==> src/rtl/nand_seq_pkg.sv <==
// package: command codes, status bits, timing and address layout for the nand sequencer host
// Function
// - between 11h and 81h only 70h/FFh
// - 15h after data starts cached program
// - 10h ends cache run; ready means done
// - block change restarts the sequence
// - full block: 64 pages, end 81h-10h
// - one block per district, same page
// - cached two-district ends with 10h
// - page copy data only where changed
// - page copy stays in one district
// - write protect high, end 8Ch-10h
// - copy source read is 00h then 3Ah
// - copy program 8Ch, 15h middle, 10h last
package nand_seq_pkg;
   localparam logic [7:0] CMD_READ_SETUP   = 8'h00;
   localparam logic [7:0] CMD_COPY_READ    = 8'h3A;
   localparam logic [7:0] CMD_DATA_SETUP   = 8'h80;
   localparam logic [7:0] CMD_DIST2_SETUP  = 8'h81;
   localparam logic [7:0] CMD_COPY_SETUP   = 8'h8C;
   localparam logic [7:0] CMD_PROG_CONFIRM = 8'h10;
   localparam logic [7:0] CMD_DIST1_DONE   = 8'h11;
   localparam logic [7:0] CMD_CACHE_CONF   = 8'h15;
   localparam logic [7:0] CMD_STATUS       = 8'h70;
   localparam logic [7:0] CMD_DIST_STATUS  = 8'h71;
   localparam logic [7:0] CMD_RESET        = 8'hFF;

   localparam int ST_FAIL      = 0;
   localparam int ST_PREV_FAIL = 1;
   localparam int ST_D0_FAIL   = 1;
   localparam int ST_D1_FAIL   = 2;
   localparam int ST_D0_PREV   = 3;
   localparam int ST_D1_PREV   = 4;
   localparam int ST_READY     = 5;
   localparam int ST_CACHE_RDY = 6;
   localparam int ST_NOT_WP    = 7;

   localparam int PAGES_PER_BLOCK = 64;
   localparam int PAGE_BITS       = 6;
   localparam int BLOCK_BITS      = 11;
   localparam int DIST_BIT        = 0;
   localparam int ADDR_CYCLES     = 5;
   localparam int COL_CYCLES      = 2;

   localparam int CLK_PERIOD_PS  = 4000;
   localparam int T_STROBE_NS    = 12;
   localparam int STROBE_CYCLES  = (T_STROBE_NS * 1000 + CLK_PERIOD_PS - 1) / CLK_PERIOD_PS;
   localparam int T_WB_NS        = 100;
   localparam int WB_CYCLES      = (T_WB_NS * 1000 + CLK_PERIOD_PS - 1) / CLK_PERIOD_PS;

   typedef enum logic [1:0] {
      OP_MULTI_PROG = 2'h0,
      OP_CACHE_PROG = 2'h1,
      OP_MULTI_CACHE = 2'h2,
      OP_PAGE_COPY  = 2'h3
   } op_e;
endpackage

==> src/rtl/nand_multi_cache_host.sv <==
// host sequencer for two-district, cached and page copy programming of a nand flash
`timescale 1ns/10ps
`default_nettype none
module nand_multi_cache_host
  #(parameter int WB_WAIT = nand_seq_pkg::WB_CYCLES)
   (input  wire logic                                core_clk_i,
    input  wire logic                                rst_i,
    input  wire logic                                op_valid_i,
    input  wire nand_seq_pkg::op_e                   op_i,
    input  wire logic                                op_last_i,
    input  wire logic [nand_seq_pkg::BLOCK_BITS-1:0] blk_a_i,
    input  wire logic [nand_seq_pkg::BLOCK_BITS-1:0] blk_b_i,
    input  wire logic [nand_seq_pkg::BLOCK_BITS-1:0] src_blk_i,
    input  wire logic [nand_seq_pkg::PAGE_BITS-1:0]  page_addr_bits_i,
    input  wire logic [nand_seq_pkg::PAGE_BITS-1:0]  src_page_i,
    input  wire logic [15:0]                         col_i,
    input  wire logic [15:0]                         byte_count_i,
    output logic                                     op_ready_o,
    output logic                                     data_ready_o,
    input  wire logic                                data_valid_i,
    input  wire logic [7:0]                          data_i,
    output logic                                     done_o,
    output logic                                     fail_o,
    output logic                                     prev_fail_o,
    output logic                                     addr_err_o,
    output logic [7:0]                               status_o,
    output logic                                     cmd_latch_o,
    output logic                                     addr_latch_o,
    output logic                                     chip_enable_n_o,
    output logic                                     write_strobe_n_o,
    output logic                                     read_strobe_n_o,
    output logic                                     write_protect_n_o,
    output logic [7:0]                               io_o,
    output logic                                     io_oe_o,
    input  wire logic [7:0]                          io_i,
    input  wire logic                                ready_busy_out_i);
   import nand_seq_pkg::*;

   typedef enum logic [3:0] {
      S_IDLE, S_CMD, S_ADDR, S_DATA, S_WAIT_WB, S_WAIT_RDY, S_STAT_CMD, S_STAT_RD, S_DONE
   } state_e;
   typedef enum logic [2:0] {
      N_SRC_ADDR, N_SRC_CONF, N_ADDR1, N_DATA1, N_MID, N_ADDR2, N_DATA2, N_CONF
   } step_e;
   typedef struct packed {
      state_e     state;
      step_e      step;
      op_e        op;
      logic       last;
      logic       first_dist;
      logic [2:0] acnt;
      logic [15:0] bcnt;
      logic [7:0] wcnt;
      logic [7:0] cmd;
      logic [7:0] stat;
      logic [BLOCK_BITS-1:0] blk;
      logic [BLOCK_BITS-1:0] run_blk;
      logic       run_open;
      logic       done;
      logic       aerr;
   } host_s;
   host_s cur;
   host_s next_cur;

   logic       bc_start;
   logic       bc_rd;
   logic       bc_cmd;
   logic       bc_addr;
   logic [7:0] bc_wdata;
   logic       bc_done;
   logic [7:0] bc_rdata;
   logic       rs_n;
   logic [39:0] addr_word;
   logic        dist_ok;

   localparam logic [7:0] WB_LAST = 8'(WB_WAIT - 1);
   localparam logic [2:0] ADDR_LAST = 3'(ADDR_CYCLES - 1);

   always_comb
   begin
      addr_word = {7'h00, cur.blk, page_addr_bits_i, col_i};
      if (cur.step == N_SRC_ADDR)
         addr_word = {7'h00, src_blk_i, src_page_i, col_i};
   end

   // copy keeps source and target in one district; two-district needs one per district
   assign dist_ok = (op_i == OP_PAGE_COPY) ? (src_blk_i[DIST_BIT] == blk_a_i[DIST_BIT])
                  : (op_i == OP_CACHE_PROG) ? 1'b1
                  : (blk_a_i[DIST_BIT] != blk_b_i[DIST_BIT]);

   always_comb
   begin
      next_cur = cur;
      next_cur.done = 1'b0;
      bc_start = 1'b0;
      bc_rd = 1'b0;
      bc_cmd = 1'b0;
      bc_addr = 1'b0;
      bc_wdata = 8'h00;
      unique case (cur.state)
         S_IDLE:
         begin
            if (op_valid_i)
            begin
               next_cur.op = op_i;
               next_cur.last = op_last_i;
               next_cur.aerr = !dist_ok;
               next_cur.blk = blk_a_i;
               next_cur.first_dist = 1'b1;
               // a new block (or a fresh run) starts the whole sequence again
               if (!cur.run_open || (cur.run_blk != blk_a_i))
                  next_cur.run_open = 1'b0;
               next_cur.run_blk = blk_a_i;
               if (dist_ok)
               begin
                  next_cur.state = S_CMD;
                  if (op_i == OP_PAGE_COPY)
                  begin
                     next_cur.cmd = CMD_READ_SETUP;
                     next_cur.step = N_SRC_ADDR;
                  end
                  else
                  begin
                     next_cur.cmd = CMD_DATA_SETUP;
                     next_cur.step = N_ADDR1;
                  end
               end
               else
                  next_cur.done = 1'b1;
            end
         end
         S_CMD:
         begin
            bc_start = 1'b1;
            bc_cmd = 1'b1;
            bc_wdata = cur.cmd;
            next_cur.state = S_DATA;
            next_cur.bcnt = 16'hFFFF;
         end
         S_ADDR:
         begin
            bc_start = 1'b1;
            bc_addr = 1'b1;
            bc_wdata = addr_word[8*cur.acnt +: 8];
            next_cur.state = S_DATA;
            next_cur.bcnt = 16'hFFFE;
         end
         S_DATA:
         begin
            if (cur.bcnt < 16'hFFFE)
            begin
               bc_start = !bc_done && data_valid_i && (cur.bcnt != 16'h0000) && cur.wcnt == 8'h00;
               bc_wdata = data_i;
               if (bc_start)
                  next_cur.wcnt = 8'h01;
            end
            if (bc_done)
            begin
               next_cur.wcnt = 8'h00;
               if (cur.bcnt == 16'hFFFE)
               begin
                  next_cur.acnt = cur.acnt + 3'h1;
                  next_cur.state = S_ADDR;
                  if (cur.acnt == ADDR_LAST)
                  begin
                     next_cur.acnt = 3'h0;
                     next_cur.state = S_DATA;
                     // source read address goes straight to 3Ah, no data bytes
                     next_cur.bcnt = (cur.step == N_SRC_ADDR) ? 16'h0000 : byte_count_i;
                  end
               end
               else if (cur.bcnt == 16'hFFFF)
               begin
                  next_cur.state = S_ADDR;
                  next_cur.acnt = 3'h0;
                  if ((cur.cmd == CMD_PROG_CONFIRM) || (cur.cmd == CMD_CACHE_CONF)
                      || (cur.cmd == CMD_COPY_READ) || (cur.cmd == CMD_DIST1_DONE))
                  begin
                     next_cur.state = S_WAIT_WB;
                     next_cur.wcnt = 8'h00;
                  end
               end
               else
                  next_cur.bcnt = cur.bcnt - 16'h0001;
            end
            // data phase complete (zero bytes skips it entirely)
            if ((cur.bcnt == 16'h0000) && (cur.wcnt == 8'h00))
            begin
               next_cur.state = S_CMD;
               unique case (cur.step)
                  N_SRC_ADDR:
                  begin
                     next_cur.cmd = CMD_COPY_READ;
                     next_cur.step = N_SRC_CONF;
                  end
                  N_ADDR1:
                  begin
                     if (cur.op == OP_CACHE_PROG)
                     begin
                        next_cur.cmd = cur.last ? CMD_PROG_CONFIRM : CMD_CACHE_CONF;
                        next_cur.step = N_CONF;
                     end
                     else if (cur.op == OP_PAGE_COPY)
                     begin
                        next_cur.cmd = cur.last ? CMD_PROG_CONFIRM : CMD_CACHE_CONF;
                        next_cur.step = N_CONF;
                     end
                     else
                     begin
                        next_cur.cmd = CMD_DIST1_DONE;
                        next_cur.step = N_MID;
                     end
                  end
                  default:
                  begin
                     // full block run ends with 81h then 10h
                     next_cur.cmd = (cur.op == OP_MULTI_PROG || cur.last) ? CMD_PROG_CONFIRM
                                  : CMD_CACHE_CONF;
                     next_cur.step = N_CONF;
                  end
               endcase
            end
         end
         S_WAIT_WB:
         begin
            next_cur.wcnt = cur.wcnt + 8'h01;
            if (cur.wcnt == WB_LAST)
            begin
               next_cur.wcnt = 8'h00;
               next_cur.state = S_WAIT_RDY;
            end
         end
         S_WAIT_RDY:
         begin
            // device programs and verifies on its own; wait for ready before the next command
            if (ready_busy_out_i)
            begin
               if (cur.step == N_SRC_CONF)
               begin
                  next_cur.state = S_CMD;
                  next_cur.cmd = CMD_COPY_SETUP;
                  next_cur.step = N_ADDR1;
               end
               else if (cur.step == N_MID)
               begin
                  // only the second-district setup follows 11h
                  next_cur.state = S_CMD;
                  next_cur.cmd = CMD_DIST2_SETUP;
                  next_cur.step = N_ADDR2;
                  next_cur.blk = blk_b_i;
               end
               else
               begin
                  next_cur.state = S_STAT_CMD;
                  next_cur.cmd = (cur.op == OP_CACHE_PROG || cur.op == OP_PAGE_COPY)
                               ? CMD_STATUS : CMD_DIST_STATUS;
               end
            end
         end
         S_STAT_CMD:
         begin
            bc_start = !bc_done && cur.wcnt == 8'h00;
            bc_cmd = 1'b1;
            bc_wdata = cur.cmd;
            if (bc_start)
               next_cur.wcnt = 8'h01;
            if (bc_done)
            begin
               next_cur.wcnt = 8'h00;
               next_cur.state = S_STAT_RD;
            end
         end
         S_STAT_RD:
         begin
            bc_start = !bc_done && cur.wcnt == 8'h00;
            bc_rd = 1'b1;
            if (bc_start)
               next_cur.wcnt = 8'h01;
            if (bc_done)
            begin
               next_cur.wcnt = 8'h00;
               next_cur.stat = bc_rdata;
               next_cur.state = S_DONE;
            end
         end
         S_DONE:
         begin
            next_cur.done = 1'b1;
            next_cur.run_open = !cur.last && (cur.op != OP_MULTI_PROG);
            next_cur.state = S_IDLE;
         end
         default:
            next_cur.state = S_IDLE;
      endcase
   end

   always_ff @(posedge core_clk_i)
   begin
      if (rst_i)
         cur <= '{state: S_IDLE, step: N_ADDR1, op: OP_MULTI_PROG, default: '0};
      else
         cur <= next_cur;
   end

   nand_bus_cycle u_cycle
     (.core_clk_i       (core_clk_i),
      .rst_i            (rst_i),
      .start_i          (bc_start),
      .is_read_i        (bc_rd),
      .is_cmd_i         (bc_cmd),
      .is_addr_i        (bc_addr),
      .wdata_i          (bc_wdata),
      .done_o           (bc_done),
      .rdata_o          (bc_rdata),
      .cmd_latch_o      (cmd_latch_o),
      .addr_latch_o     (addr_latch_o),
      .write_strobe_n_o (write_strobe_n_o),
      .read_strobe_n_o  (rs_n),
      .io_o             (io_o),
      .io_oe_o          (io_oe_o),
      .io_i             (io_i));

   assign read_strobe_n_o = rs_n;
   assign chip_enable_n_o = (cur.state == S_IDLE) && !cur.run_open;
   assign write_protect_n_o = 1'b1;
   assign op_ready_o = (cur.state == S_IDLE);
   assign data_ready_o = (cur.state == S_DATA) && (cur.bcnt < 16'hFFFE) && (cur.bcnt != 16'h0000)
                       && (cur.wcnt == 8'h00) && !bc_done;
   assign done_o = cur.done;
   assign addr_err_o = cur.done && cur.aerr;
   assign status_o = cur.stat;
   // plain status: bit0 current/overall, bit1 previous gated by bit6 cache ready; district status: OR of districts
   assign fail_o = (cur.cmd == CMD_DIST_STATUS)
                 ? (cur.stat[ST_FAIL] | cur.stat[ST_D0_FAIL] | cur.stat[ST_D1_FAIL])
                 : cur.stat[ST_FAIL];
   assign prev_fail_o = (cur.cmd == CMD_DIST_STATUS)
                      ? (cur.stat[ST_D0_PREV] | cur.stat[ST_D1_PREV])
                      : (cur.stat[ST_PREV_FAIL] & cur.stat[ST_CACHE_RDY]);

   a_mid_only_81: assert property (@(posedge core_clk_i) disable iff (rst_i)
      (cur.state == S_WAIT_RDY && cur.step == N_MID && ready_busy_out_i)
      |=> cur.cmd == CMD_DIST2_SETUP)
      else $error("command after 11h is not 81h");
   a_wp_held: assert property (@(posedge core_clk_i) disable iff (rst_i)
      write_protect_n_o)
      else $error("write protect asserted");
   a_no_cmd_busy: assert property (@(posedge core_clk_i) disable iff (rst_i)
      (cur.state == S_WAIT_RDY && !ready_busy_out_i) |=> cur.state == S_WAIT_RDY)
      else $error("left wait while busy");
   a_copy_src_read: assert property (@(posedge core_clk_i) disable iff (rst_i)
      (cur.state == S_CMD && cur.step == N_SRC_CONF) |-> cur.cmd == CMD_COPY_READ)
      else $error("copy read confirm wrong");
   a_last_confirm: assert property (@(posedge core_clk_i) disable iff (rst_i)
      (cur.state == S_CMD && cur.step == N_CONF && cur.last) |-> cur.cmd == CMD_PROG_CONFIRM)
      else $error("last page not confirmed with 10h");
   a_mid_confirm: assert property (@(posedge core_clk_i) disable iff (rst_i)
      (cur.state == S_CMD && cur.step == N_CONF && !cur.last && cur.op != OP_MULTI_PROG)
      |-> cur.cmd == CMD_CACHE_CONF)
      else $error("cache page not confirmed with 15h");
   a_dist_differ: assert property (@(posedge core_clk_i) disable iff (rst_i)
      (op_valid_i && op_ready_o && (op_i == OP_MULTI_CACHE || op_i == OP_MULTI_PROG)
       && blk_a_i[DIST_BIT] == blk_b_i[DIST_BIT])
      |=> cur.state == S_IDLE)
      else $error("same district pair issued");
   a_done_pulse: assert property (@(posedge core_clk_i) disable iff (rst_i)
      done_o |=> !done_o)
      else $error("done longer than one cycle");
endmodule
`default_nettype wire

==> src/rtl/nand_bus_cycle.sv <==
// one strobed bus cycle on the nand pins: command, address, data write or data read
`timescale 1ns/10ps
`default_nettype none
module nand_bus_cycle
  #(parameter int HOLD = nand_seq_pkg::STROBE_CYCLES)
   (input  wire logic       core_clk_i,
    input  wire logic       rst_i,
    input  wire logic       start_i,
    input  wire logic       is_read_i,
    input  wire logic       is_cmd_i,
    input  wire logic       is_addr_i,
    input  wire logic [7:0] wdata_i,
    output logic            done_o,
    output logic [7:0]      rdata_o,
    output logic            cmd_latch_o,
    output logic            addr_latch_o,
    output logic            write_strobe_n_o,
    output logic            read_strobe_n_o,
    output logic [7:0]      io_o,
    output logic            io_oe_o,
    input  wire logic [7:0] io_i);
   import nand_seq_pkg::*;

   typedef enum logic [1:0] {B_IDLE, B_LOW, B_HIGH} bphase_e;
   typedef struct packed {
      bphase_e    phase;
      logic [7:0] cnt;
      logic       rd;
      logic       cle;
      logic       ale;
      logic [7:0] dout;
      logic [7:0] din;
      logic       done;
   } bus_s;
   bus_s cur;
   bus_s next_cur;
   localparam logic [7:0] LAST = 8'(HOLD - 1);

   always_comb
   begin
      next_cur = cur;
      next_cur.done = 1'b0;
      unique case (cur.phase)
         B_IDLE:
         begin
            if (start_i)
            begin
               next_cur.phase = B_LOW;
               next_cur.cnt = '0;
               next_cur.rd = is_read_i;
               next_cur.cle = is_cmd_i;
               next_cur.ale = is_addr_i;
               next_cur.dout = wdata_i;
            end
         end
         B_LOW:
         begin
            next_cur.cnt = cur.cnt + 8'h01;
            if (cur.cnt == LAST)
            begin
               next_cur.cnt = '0;
               next_cur.phase = B_HIGH;
               if (cur.rd)
                  next_cur.din = io_i;
            end
         end
         B_HIGH:
         begin
            next_cur.cnt = cur.cnt + 8'h01;
            if (cur.cnt == LAST)
            begin
               next_cur.phase = B_IDLE;
               next_cur.done = 1'b1;
               next_cur.cle = 1'b0;
               next_cur.ale = 1'b0;
            end
         end
         default:
            next_cur.phase = B_IDLE;
      endcase
   end

   always_ff @(posedge core_clk_i)
   begin
      if (rst_i)
         cur <= '{phase: B_IDLE, default: '0};
      else
         cur <= next_cur;
   end

   assign done_o = cur.done;
   assign rdata_o = cur.din;
   assign cmd_latch_o = cur.cle;
   assign addr_latch_o = cur.ale;
   assign write_strobe_n_o = !((cur.phase == B_LOW) && !cur.rd);
   assign read_strobe_n_o = !((cur.phase == B_LOW) && cur.rd);
   assign io_o = cur.dout;
   assign io_oe_o = (cur.phase != B_IDLE) && !cur.rd;

   a_strobe_low_len: assert property (@(posedge core_clk_i) disable iff (rst_i)
      $fell(cur.phase == B_LOW) |-> $past(cur.cnt) == LAST)
      else $error("strobe low time wrong");
   a_read_no_drive: assert property (@(posedge core_clk_i) disable iff (rst_i)
      !read_strobe_n_o |-> !io_oe_o)
      else $error("bus driven during read strobe");
endmodule
`default_nettype wire

==> config.mk <==
export PLATFORM = sky130hd
export DESIGN_NAME = nand_multi_cache_host
export DESIGN_NICKNAME = d
export VERILOG_FILES = /design/src/rtl/nand_seq_pkg.sv /design/src/rtl/nand_multi_cache_host.sv /design/src/rtl/nand_bus_cycle.sv
export SDC_FILE = /design/constraint.sdc
export NUM_CORES = 1
export LEC_CHECK = 0
export ABC_AREA = 1
export CAP_MARGIN = 5
export CELL_PAD_IN_SITES_DETAIL_PLACEMENT = 2
export CELL_PAD_IN_SITES_GLOBAL_PLACEMENT = 2
export CORE_MARGIN = 1
export CORE_UTILIZATION = 34
export CTS_CLUSTER_SIZE = 40
export DETAILED_ROUTE_END_ITERATION = 12
export DONT_BUFFER_PORTS = 1
export HOLD_SLACK_MARGIN = 0.05
export PLACE_DENSITY_LB_ADDON = 0.1
export SYNTH_ARGS = -nofsm -noshare
export SYNTH_HDL_FRONTEND = slang
export SYNTH_SLANG_ARGS = --single-unit
==> constraint.sdc <==
create_clock -name core_clk_i -period 2.7 [get_ports core_clk_i]
set_input_delay 0 -clock core_clk_i [delete_from_list [all_inputs] [get_ports core_clk_i]]
set_output_delay 0 -clock core_clk_i [all_outputs]
set_load 0.05 [all_outputs]
**Word-level counts from Yosys, hierarchy flattened**

Cells that the tools add are included.

- $add $sub $neg: 4
- Multipliers: 0
- Div/mod/pow operators: 0
- Order comparisons: 1
- Eq/ne operators: 52
- Shift-type cells: 1
- Mux-type cells: 75
- Bitwise gates (word level): 5
- Reduce and logical (&&, ||, !) cells: 64

Operators by type and width:

| cell | number |
|---|---|
| two-way mux 8 bit | 13 |
| case mux 8 bit (3 select lines) | 4 |
| case mux 16 bit (3 select lines) | 1 |
| two-way mux 11 bit | 4 |
| variable part select 40 x 7 -> 8 bit | 1 |
| two-way mux 19 bit | 2 |
| two-way mux 33 bit | 1 |
| equality test 16 bit (second input constant) | 2 |
| equality test 8 x 5 -> 1 bit (second input constant) | 4 |
| two-way mux 16 bit | 2 |
| two-way mux 7 bit | 4 |
| case mux 4 bit (7 select lines) | 1 |
| two-way mux 3 bit | 9 |
| two-way mux 25 bit | 1 |
| two-way mux 24 bit | 1 |
| two-way mux 4 bit | 6 |
| case mux 11 bit (2 select lines) | 1 |
| two-way mux 21 bit | 1 |
| adder 8 x 1 -> 8 bit (second input constant) | 2 |
| equality test 4 x 3 -> 1 bit (second input constant) | 4 |
| logical NOT 16 bit | 1 |
| less-than comparator 16 bit (second input constant) | 1 |
| nonzero test 16 bit | 1 |
| subtractor 16 x 1 -> 16 bit (second input constant) | 1 |
| 49 further kinds | 134 |

- Bits in registers: 109
- Latch bits: 0
- RAM bits: 0
- Memory bits (read-only): 0
- Input bits: 101
- Output and inout bits: 29
- Memories kept: 0

**Logic depth before layout (Yosys ltp)**

Gate-level depths: netlist of the first run.

- Word-level depth: 10
- Depth in mapped cells: 14
- Mapped depth without buffers: 13

**By module**

A second synthesis of the first run with hierarchy kept.

- Cell total of the unflattened synthesis: 1126
- Area, all modules: 6988.0 sq um

By module, submodules not included:

| module | times used | cells each | area each (sq um) | sequential area each (sq um) |
|---|---|---|---|---|
| nand_multi_cache_host | 1 | 903 | 5450.2 | 1561.5 |
| nand_bus_cycle | 1 | 223 | 1537.7 | 600.6 |

**Worst setup path after synthesis of the first run**

No wires, ideal clock.

- Path kind: reg2out
- Start: reg cur[77] (netlist bit)
- End: out data_ready_o
- Arrival time: 3326 ps
- Data required time: 2700 ps
- Setup slack: -626 ps
- Stages on the path, launching flop included: 6
- Path buffers: 0
- Cells stage by stage: dfxtp_1 nor2_4 nand2_2 nor2_8 inv_2 a2111oi_0

- Longest elaborated chain between the ends: 5

RTL lines:

| element | RTL line | source |
|---|---|---|
| start, declared | nand_multi_cache_host.sv:62 | `host_s cur;` |
| start signal, assigned | nand_multi_cache_host.sv:302 | `cur <= next_cur;` |
| equality test 4 x 2 -> 1 bit | nand_multi_cache_host.sv:327 | `assign data_ready_o = (cur.state == S_DATA) && (cur.bcnt < 16'hFFFE) && (cur.bcnt != 16'h0000)` |
| logical AND 1 bit (2 in series) | nand_multi_cache_host.sv:327 |  |
| logical AND 1 bit (2 in series) | nand_multi_cache_host.sv:328 | `&& (cur.wcnt == 8'h00) && !bc_done;` |
| end, declared | nand_multi_cache_host.sv:19 | `output logic data_ready_o,` |

No other way between the ends.

**Worst setup path after layout of the first run**

- Start: in op_i[0]
- End: reg cur (netlist bit done_o)

- Longest elaborated chain between the ends: 6
- Elaborated cells on any way between the ends: 7

RTL lines:

| element | RTL line | source |
|---|---|---|
| start, declared | nand_multi_cache_host.sv:9 | `input wire nand_seq_pkg::op_e op_i,` |
| equality test 2 x 1 -> 1 bit | nand_multi_cache_host.sv:88 | `: (op_i == OP_CACHE_PROG) ? 1'b1` |
| two-way mux 1 bit | nand_multi_cache_host.sv:88 |  |
| two-way mux 1 bit * | nand_multi_cache_host.sv:87 | `assign dist_ok = (op_i == OP_PAGE_COPY) ? (src_blk_i[DIST_BIT] == blk_a_i[DIST_BIT])` |
| two-way mux 1 bit * | nand_multi_cache_host.sv:114 | `if (dist_ok)` |
| two-way mux 25 bit * | nand_multi_cache_host.sv:103 | `if (op_valid_i)` |
| case mux 2 bit (2 select lines) * | nand_multi_cache_host.sv:100 | `unique case (cur.state)` |

Every way passes the cells marked *; elsewhere a longest branch is shown, timed or not. The select of a mux whose other input is x is not followed.
A chain may end at the register's enable or synchronous reset.

==> results of run 1 <==
## worst max path at each step
stage	end	slack, ns	depth (start not counted)
2_1_floorplan	data_ready_o	0.04	5
3_3_place_gp	u_cycle.io_o[3]	0.46	11
3_5_place_dp	u_cycle.io_o[5]	0.40	11
4_1_cts	cur[15]	0.15	9
5_1_grt	cur[7]	0.03	8
6_report	done_o	0.17	9
## routing by layer
metal  vias up  wire length, µm
met4         0              449
li1       3665                -
met2       157            13100
met3        27             1480
met5         -                0
met1      3601            12600
## final cells by class
| cell class | instances | share of cell area [%] |
|---|---|---|
| multi-input cells | 820 | 48.8 |
| flip-flops and latches | 108 | 26.3 |
| repair buffers | 95 | 11.1 |
| inverters | 130 | 6.02 |
| well taps | 265 | 4.03 |
| clock buffers | 9 | 2.74 |
| clock inverters | 7 | 0.928 |
| repair inverters | 1 | 0.0609 |
## repair_timing
| item | in CTS | in global routing |
|---|---|---|
| gates resized for setup | 0 | 5 |
| hold buffers | 74 | 0 |
| endpoints found under the hold margin | 89 | 0 |
| endpoints found under the setup margin | 0 | 11 |
## layout by cell type, fill, tap and decap left out, types with 2 or more instances in the layout
cell / count
a211oi_1: 2
a21oi_1: 79
a31oi_1: 12
buf_4: 21
clkbuf_16: 9
clkinv_1: 3
clkinv_4: 3
dfxtp_1: 106
dfxtp_2: 2
dlygate4sd3_1: 73
ha_1: 14
inv_1: 115
inv_2: 9
inv_8: 3
nand2_1: 297
nand2_2: 11
nand2_4: 2
nand3_1: 109
nand3_2: 6
nand3b_1: 2
nand4_1: 10
nor2_1: 124
nor2_2: 7
nor2_4: 8
nor3_1: 11
nor4_1: 2
o211ai_1: 2
o21ai_0: 71
o21ai_1: 8
o21ai_2: 2
o31ai_1: 3
or2_2: 5
xnor2_1: 10
xor2_1: 11
## stage by stage
stage               utilization [%]  cell area, µm²  instances  worst slack [ns]  total power [mW]
floorplan                         -            6950       1111            0.0395              2.89
global placement               36.2            7150       1344             0.462              3.19
detailed placement             36.2            7150       1344             0.400              3.23
CTS                            41.6            8210       1434             0.147              4.77
global route                   41.7            8220       1435            0.0310              5.04
finish                         41.7            8220       1435             0.175              4.77
## registers in the layout, indices dropped and copies added (netlist names)
signal	cells
cur	69
u_cycle.cur	11
status_o	8
u_cycle.io_o	8
u_cycle.rdata_o	8
done_o	1
u_cycle.addr_latch_o	1
u_cycle.cmd_latch_o	1
u_cycle.done_o	1
## worst max-delay path, delay by kind of cell
family          cells  cell delay [ns]
buf+inv             4             2.27
compound gates      3             0.33
simple gates        2             0.22
## logic make-up after synthesis
| group | after synthesis | share of synthesized area (%) |
|---|---|---|
| AO/OA/AOI/OAI | 186 | 14.3 |
| adder cells (fa/ha/maj) | 14 | 2.52 |
| flip-flops | 108 | 31.1 |
| buffers and inverters | 183 | 11.3 |
| AND/OR/NAND/NOR | 598 | 38.0 |
| XOR/XNOR | 21 | 2.65 |
| other | 1 | 0.0540 |
## power groups by stage
stage	combinational [mW]	clock, mW	sequential, mW
after CTS	1.44	1.45	1.89
after global routing	1.64	1.49	1.91
after floorplan	1.01	0	1.87
after detailed placement	1.30	0	1.92
after global placement	1.27	0	1.92
final	1.47	1.41	1.89
==> flow_metrics.env, run 1 <==
export IMPL_clkPwrFrac_pct=29.5
export IMPL_drtIter0Drc=246
export IMPL_first_pass_iters=5
export IMPL_yosysMostFrequentCell="nand2_1"
export IMPL_dr_total_vias=7450
export IMPL_holdWs_ns=0.0530
export IMPL_cpPeakStageDelay_ns=0.58
export IMPL_cts_sinks=108
export IMPL_area_growth_pct=18.4
export IMPL_gr_total_overflow=0
export IMPL_synth_nets=1226
export IMPL_finalMaxSlewViolations=0
export IMPL_vias_per_cell=5.19
export IMPL_hpwlAfterDp_mm=19.3
export IMPL_busiest_layer="met2"
export IMPL_io_pins=130
export IMPL_crit_arrival_ns=2.83
export IMPL_core_um2=19700
export IMPL_yosysWarnings=0
export IMPL_globalRouteMet1Util_pct=33.7
export IMPL_cts_tree="yes"
export IMPL_netlist_area_um2=6950
export IMPL_hp_start="op_valid_i"
export IMPL_critical_path_max_fanout=2
export IMPL_fin_crit_ns=2.53
export IMPL_drtAntennaViolNets=0
export IMPL_finalCritPeriodShare_pct=93.5
export IMPL_gr_usage_met3_pct=5.09
export IMPL_finalClockSkew_ns=0.0135
export IMPL_leakage_nw=3.47
export IMPL_synth_top_cells_by_area="dfxtp_1, nand2_1, nand3_1, nor2_1, inv_1"
export IMPL_finalSetupViolations=0
export IMPL_die_h_um=145
export IMPL_fmax_ghz=0.396
export IMPL_grt_pass1_vias=8167
export IMPL_worstReg2RegEnd="cur[11]"
export IMPL_crit_top_cell="dlygate4sd3_1"
export IMPL_track_usage_pct=26.6
export IMPL_ir_worst_vdd_mv=0.354
export IMPL_n_fill_cell=2418
export IMPL_numCtsBuffers=9
export IMPL_powerDensity_nw_per_um2=580
export IMPL_intPower_mw=2.88
export IMPL_wire_per_inst_um=19.2
export IMPL_synth_cell_type_count=47
export IMPL_clockRootBuffer="clkbuf_16"
export IMPL_die_x_um=145
export IMPL_synth_async_reset_ratio_pct=0
export IMPL_regArea_um2=2160
export IMPL_initial_core_util_pct=35.2
export IMPL_synth_ff_type="dfxtp_1"
export IMPL_crit_slowest_cell="dlygate4sd3_1"
export IMPL_clock_latency_ns=0.37
export IMPL_synth_area_per_cell_um2=6.25
export IMPL_synth_top_cell_area_share_pct=31.1
export IMPL_ys_seq_area_share_pct=31.1
export IMPL_final_net_count=1280
export IMPL_regToRegSetupSlack_ns=0.21
export IMPL_drc=0
export IMPL_start_kind="input port"
export IMPL_netSwitchingPower_mw=1.89
export IMPL_worstSetupStartpoint="op_i[0]"
export IMPL_cap_violations=0
export IMPL_totalWireLength_mm=27.6
export IMPL_synth_edf_count=0
export IMPL_seqPwrFrac_pct=39.7
export IMPL_critPathKind="in -> reg"
export IMPL_holdPathStages=5
export IMPL_fp_dieArea_um2=21000
export IMPL_clkTransAtPathRegs_ns=0.09
export IMPL_postCtsSetupRepairBufs=0
export IMPL_antenna_found_initial=0
export IMPL_finalHoldViolCount=0
export IMPL_reg2reg_depth=8
export IMPL_slew_headroom_pct=45.4
export IMPL_hold_path_end="cur[2]"
export IMPL_finalSetupTns_ns=0
export IMPL_rsz0062_at_grt="no"
export IMPL_htreeDepth=3
export IMPL_ys_ff_latch=108
export IMPL_worst_r2r_startpoint="cur[77]"
export IMPL_status="complete, no violations"
export IMPL_finalWeightedCongestion=0.858
export IMPL_synth_top_cell_by_area="dfxtp_1"
export IMPL_yosys_top_cells_count="nand2_1, nor2_1, inv_1"
export IMPL_switching_share_pct=39.6
export IMPL_hold_path_class="in -> reg"
export IMPL_tightest_slew_ns=0.818
export IMPL_antenna_cells=0
export IMPL_critPathRequiredTime_ns=3.01
export IMPL_synthCells=1111
export IMPL_numPortBuffers=0
export IMPL_clockBufferDepth=2
export IMPL_grt_pass1_wl_mm=44.4
export IMPL_path_cells="dlygate4sd3_1, a21oi_1, dlygate4sd3_1, o21ai_0, dlygate4sd3_1, nand2_1, dlygate4sd3_1, nand2_1, a21oi_1"
export IMPL_rows=51
export IMPL_grt_max_degree=56
export IMPL_use_met2_pct=45.8
export IMPL_p_comb_share_pct=30.8
export IMPL_multi_input_area_um2=4010
export IMPL_drive_above_1_share_pct=8.38
export IMPL_endpoint_kind="flip-flop"
No activity file was read; power rests on OpenSTA's default activity.
==> run 2, diff against run 1 <==
- HOLD_SLACK_MARGIN: 0.05 -> 0.08
==> run 2 against run 1 <==
Against the previous run: clock skew about the same; routed wire length up 0.53%; total power up 0.22%; flip-flop and latch count unchanged; first-iteration DRC count up 0.41%; via count down 0.19%; sequential power about the same; highest routed layer unchanged.
==> flow_metrics.env, run 2 (same netlist as run 1, synthesis figures left out) <==
export IMPL_die_x_um=145
export IMPL_crit_slowest_cell="dlygate4sd3_1"
export IMPL_largest_register_ff_count=69
export IMPL_clockRootBuffer="clkbuf_16"
export IMPL_finalMaxSlewViolations=0
export IMPL_finalSetupTns_ns=0
export IMPL_initial_core_util_pct=35.2
export IMPL_regToRegSetupSlack_ns=0.27
export IMPL_holdPathStages=8
export IMPL_dp_slack_ns=0.400
export IMPL_finalHoldViolCount=0
export IMPL_clkTransAtPathRegs_ns=0.09
export IMPL_grt_pass1_wl_mm=44.4
export IMPL_totalWireLength_mm=27.8
export IMPL_worstReg2RegEnd="cur[15]"
export IMPL_fp_dieArea_um2=21000
export IMPL_drtIter0Drc=247
export IMPL_critPathRequiredTime_ns=3.01
export IMPL_gr_total_overflow=0
export IMPL_worst_r2r_startpoint="cur[77]"
export IMPL_finalClockSkew_ns=0.0132
export IMPL_clockBufferDepth=2
export IMPL_antenna_cells=0
export IMPL_status="complete, no violations"
export IMPL_rsz0062_at_grt="no"
export IMPL_mostFrequentLayoutCells="nand2_1, nor2_1, inv_1"
export IMPL_n_fill_cell=2416
export IMPL_hold_path_end="u_cycle.io_o[4]"
export IMPL_hpwlAfterDp_mm=19.3
export IMPL_finalCritPeriodShare_pct=93.1
export IMPL_power_mw=4.78
export IMPL_path_cells="dlygate4sd3_1, a21oi_1, dlygate4sd3_1, o21ai_0, dlygate4sd3_1, nand2_1, dlygate4sd3_1, nand2_1, a21oi_1"
export IMPL_core_um2=19700
export IMPL_final_common_cell="nand2_1"
export IMPL_tightest_slew_ns=0.867
export IMPL_endpoint_kind="flip-flop"
export IMPL_regMostFlops="cur"
export IMPL_place_area_um2=7150
export IMPL_final_area_um2=8240
export IMPL_drc=0
export IMPL_ir_worst_vdd_mv=0.355
export IMPL_start_kind="input port"
export IMPL_rows=51
export IMPL_vias_per_cell=5.18
export IMPL_drtAntennaViolNets=0
export IMPL_cpPeakStageDelay_ns=0.58
export IMPL_numCtsBuffers=9
export IMPL_clock_latency_ns=0.37
export IMPL_critical_path_top_delay_family="buffers and inverters"
export IMPL_final_net_count=1280
export IMPL_slew_headroom_pct=42.2
export IMPL_dr_total_vias=7436
export IMPL_crit_top_cell="dlygate4sd3_1"
export IMPL_hp_start="src_page_i[4]"
export IMPL_powerDensity_nw_per_um2=580
export IMPL_fmax_ghz=0.398
export IMPL_drive_above_1_share_pct=8.46
export IMPL_htreeDepth=3
export IMPL_finalSetupViolations=0
export IMPL_die_h_um=145
export IMPL_io_pins=130
export IMPL_reg2reg_depth=9
export IMPL_grt_max_degree=56
export IMPL_track_usage_pct=26.6
export IMPL_postCtsSetupRepairBufs=0
export IMPL_setup_slack_ns=0.185
export IMPL_cap_violations=0
export IMPL_critical_path_max_fanout=2
export IMPL_cts_sinks=108
export IMPL_top_regs="cur: 69 flops, u_cycle.cur: 11 flops"
export IMPL_cts_tree="yes"
export IMPL_grt_pass1_vias=8160
export IMPL_crit_arrival_ns=2.82
export IMPL_first_pass_iters=4
export IMPL_area_growth_pct=18.6
export IMPL_finalWeightedCongestion=0.858
export IMPL_wire_per_inst_um=19.4
export IMPL_antenna_found_initial=0
export IMPL_numPortBuffers=0
export IMPL_fin_crit_ns=2.51
export IMPL_critPathKind="in -> reg"
export IMPL_critPathBufInv=4
export IMPL_leakage_nw=3.47
export IMPL_hold_path_class="in -> reg"
run 2: what timing repair did:
item                       CTS  global route
gates resized for setup      0             8
setup endpoints to repair    0            23
hold buffers                74             0
hold endpoints to repair    90             0
run 2: through the flow:
step / cells / hold slack, ns / utilization [%]
CTS: 1434 / 0.109 / 41.6
detailed placement: 1344 / 0.0765 / 36.2
global placement: 1344 / 0.0737 / 36.2
finish: 1435 / 0.122 / 41.8
floorplan: 1111 / 0.135 / -
global route: 1435 / 0.159 / 41.8
run 2: worst register-to-register path, stage by stage (launching register included):
cell	delay, ns
dfxtp_1	0.38
nor2_4	0.18
nand2_2	0.11
clkinv_2	0.21
nand2_2	0.11
nand3_1	0.22
clkinvlp_4	0.26
o21ai_0	0.25
a31oi_1	0.06
dlygate4sd3_1	0.56
run 2: power by group:
group / switching [mW] / internal, mW / leakage, nW / total, mW
Combinational: 0.980 / 0.497 / 2.45 / 1.48
Clock: 0.746 / 0.662 / 0.148 / 1.41
Sequential: 0.168 / 1.72 / 0.881 / 1.89
Total: 1.90 / 2.88 / 3.47 / 4.78
run 2: area by class of cell:
cell class / instances / area [µm²] / area share, %
timing repair inverter: 1 / 5.00 / 0.0608
sequential: 108 / 2160 / 26.3
timing repair buffer: 95 / 918 / 11.2
clock buffer: 9 / 225 / 2.73
inverter: 130 / 499 / 6.06
tap: 265 / 332 / 4.03
multi-input combinational: 820 / 4020 / 48.8
clock inverter: 7 / 76.3 / 0.927
run 2: worst max path at each step:
| stage | start | to | slack (ns) | cells past startpoint |
|---|---|---|---|---|
| 2_1_floorplan | cur[77] | data_ready_o | 0.04 | 5 |
| 3_3_place_gp | cur[41] | u_cycle.io_o[3] | 0.46 | 11 |
| 3_5_place_dp | cur[41] | u_cycle.io_o[5] | 0.40 | 11 |
| 4_1_cts | blk_a_i[0] | cur[37] | 0.10 | 14 |
| 5_1_grt | op_i[0] | cur[0] | 0.05 | 9 |
| 6_report | op_i[0] | done_o | 0.19 | 9 |
run 2: per-layer routing:
metal	share of wire (%)	global-route usage, %	routed length (µm)
met1	47	33.7	12900
met2	47	45.8	13200
met3	4.3	5.09	1200
met4	1.6	6.70	445
met5	0	0	0
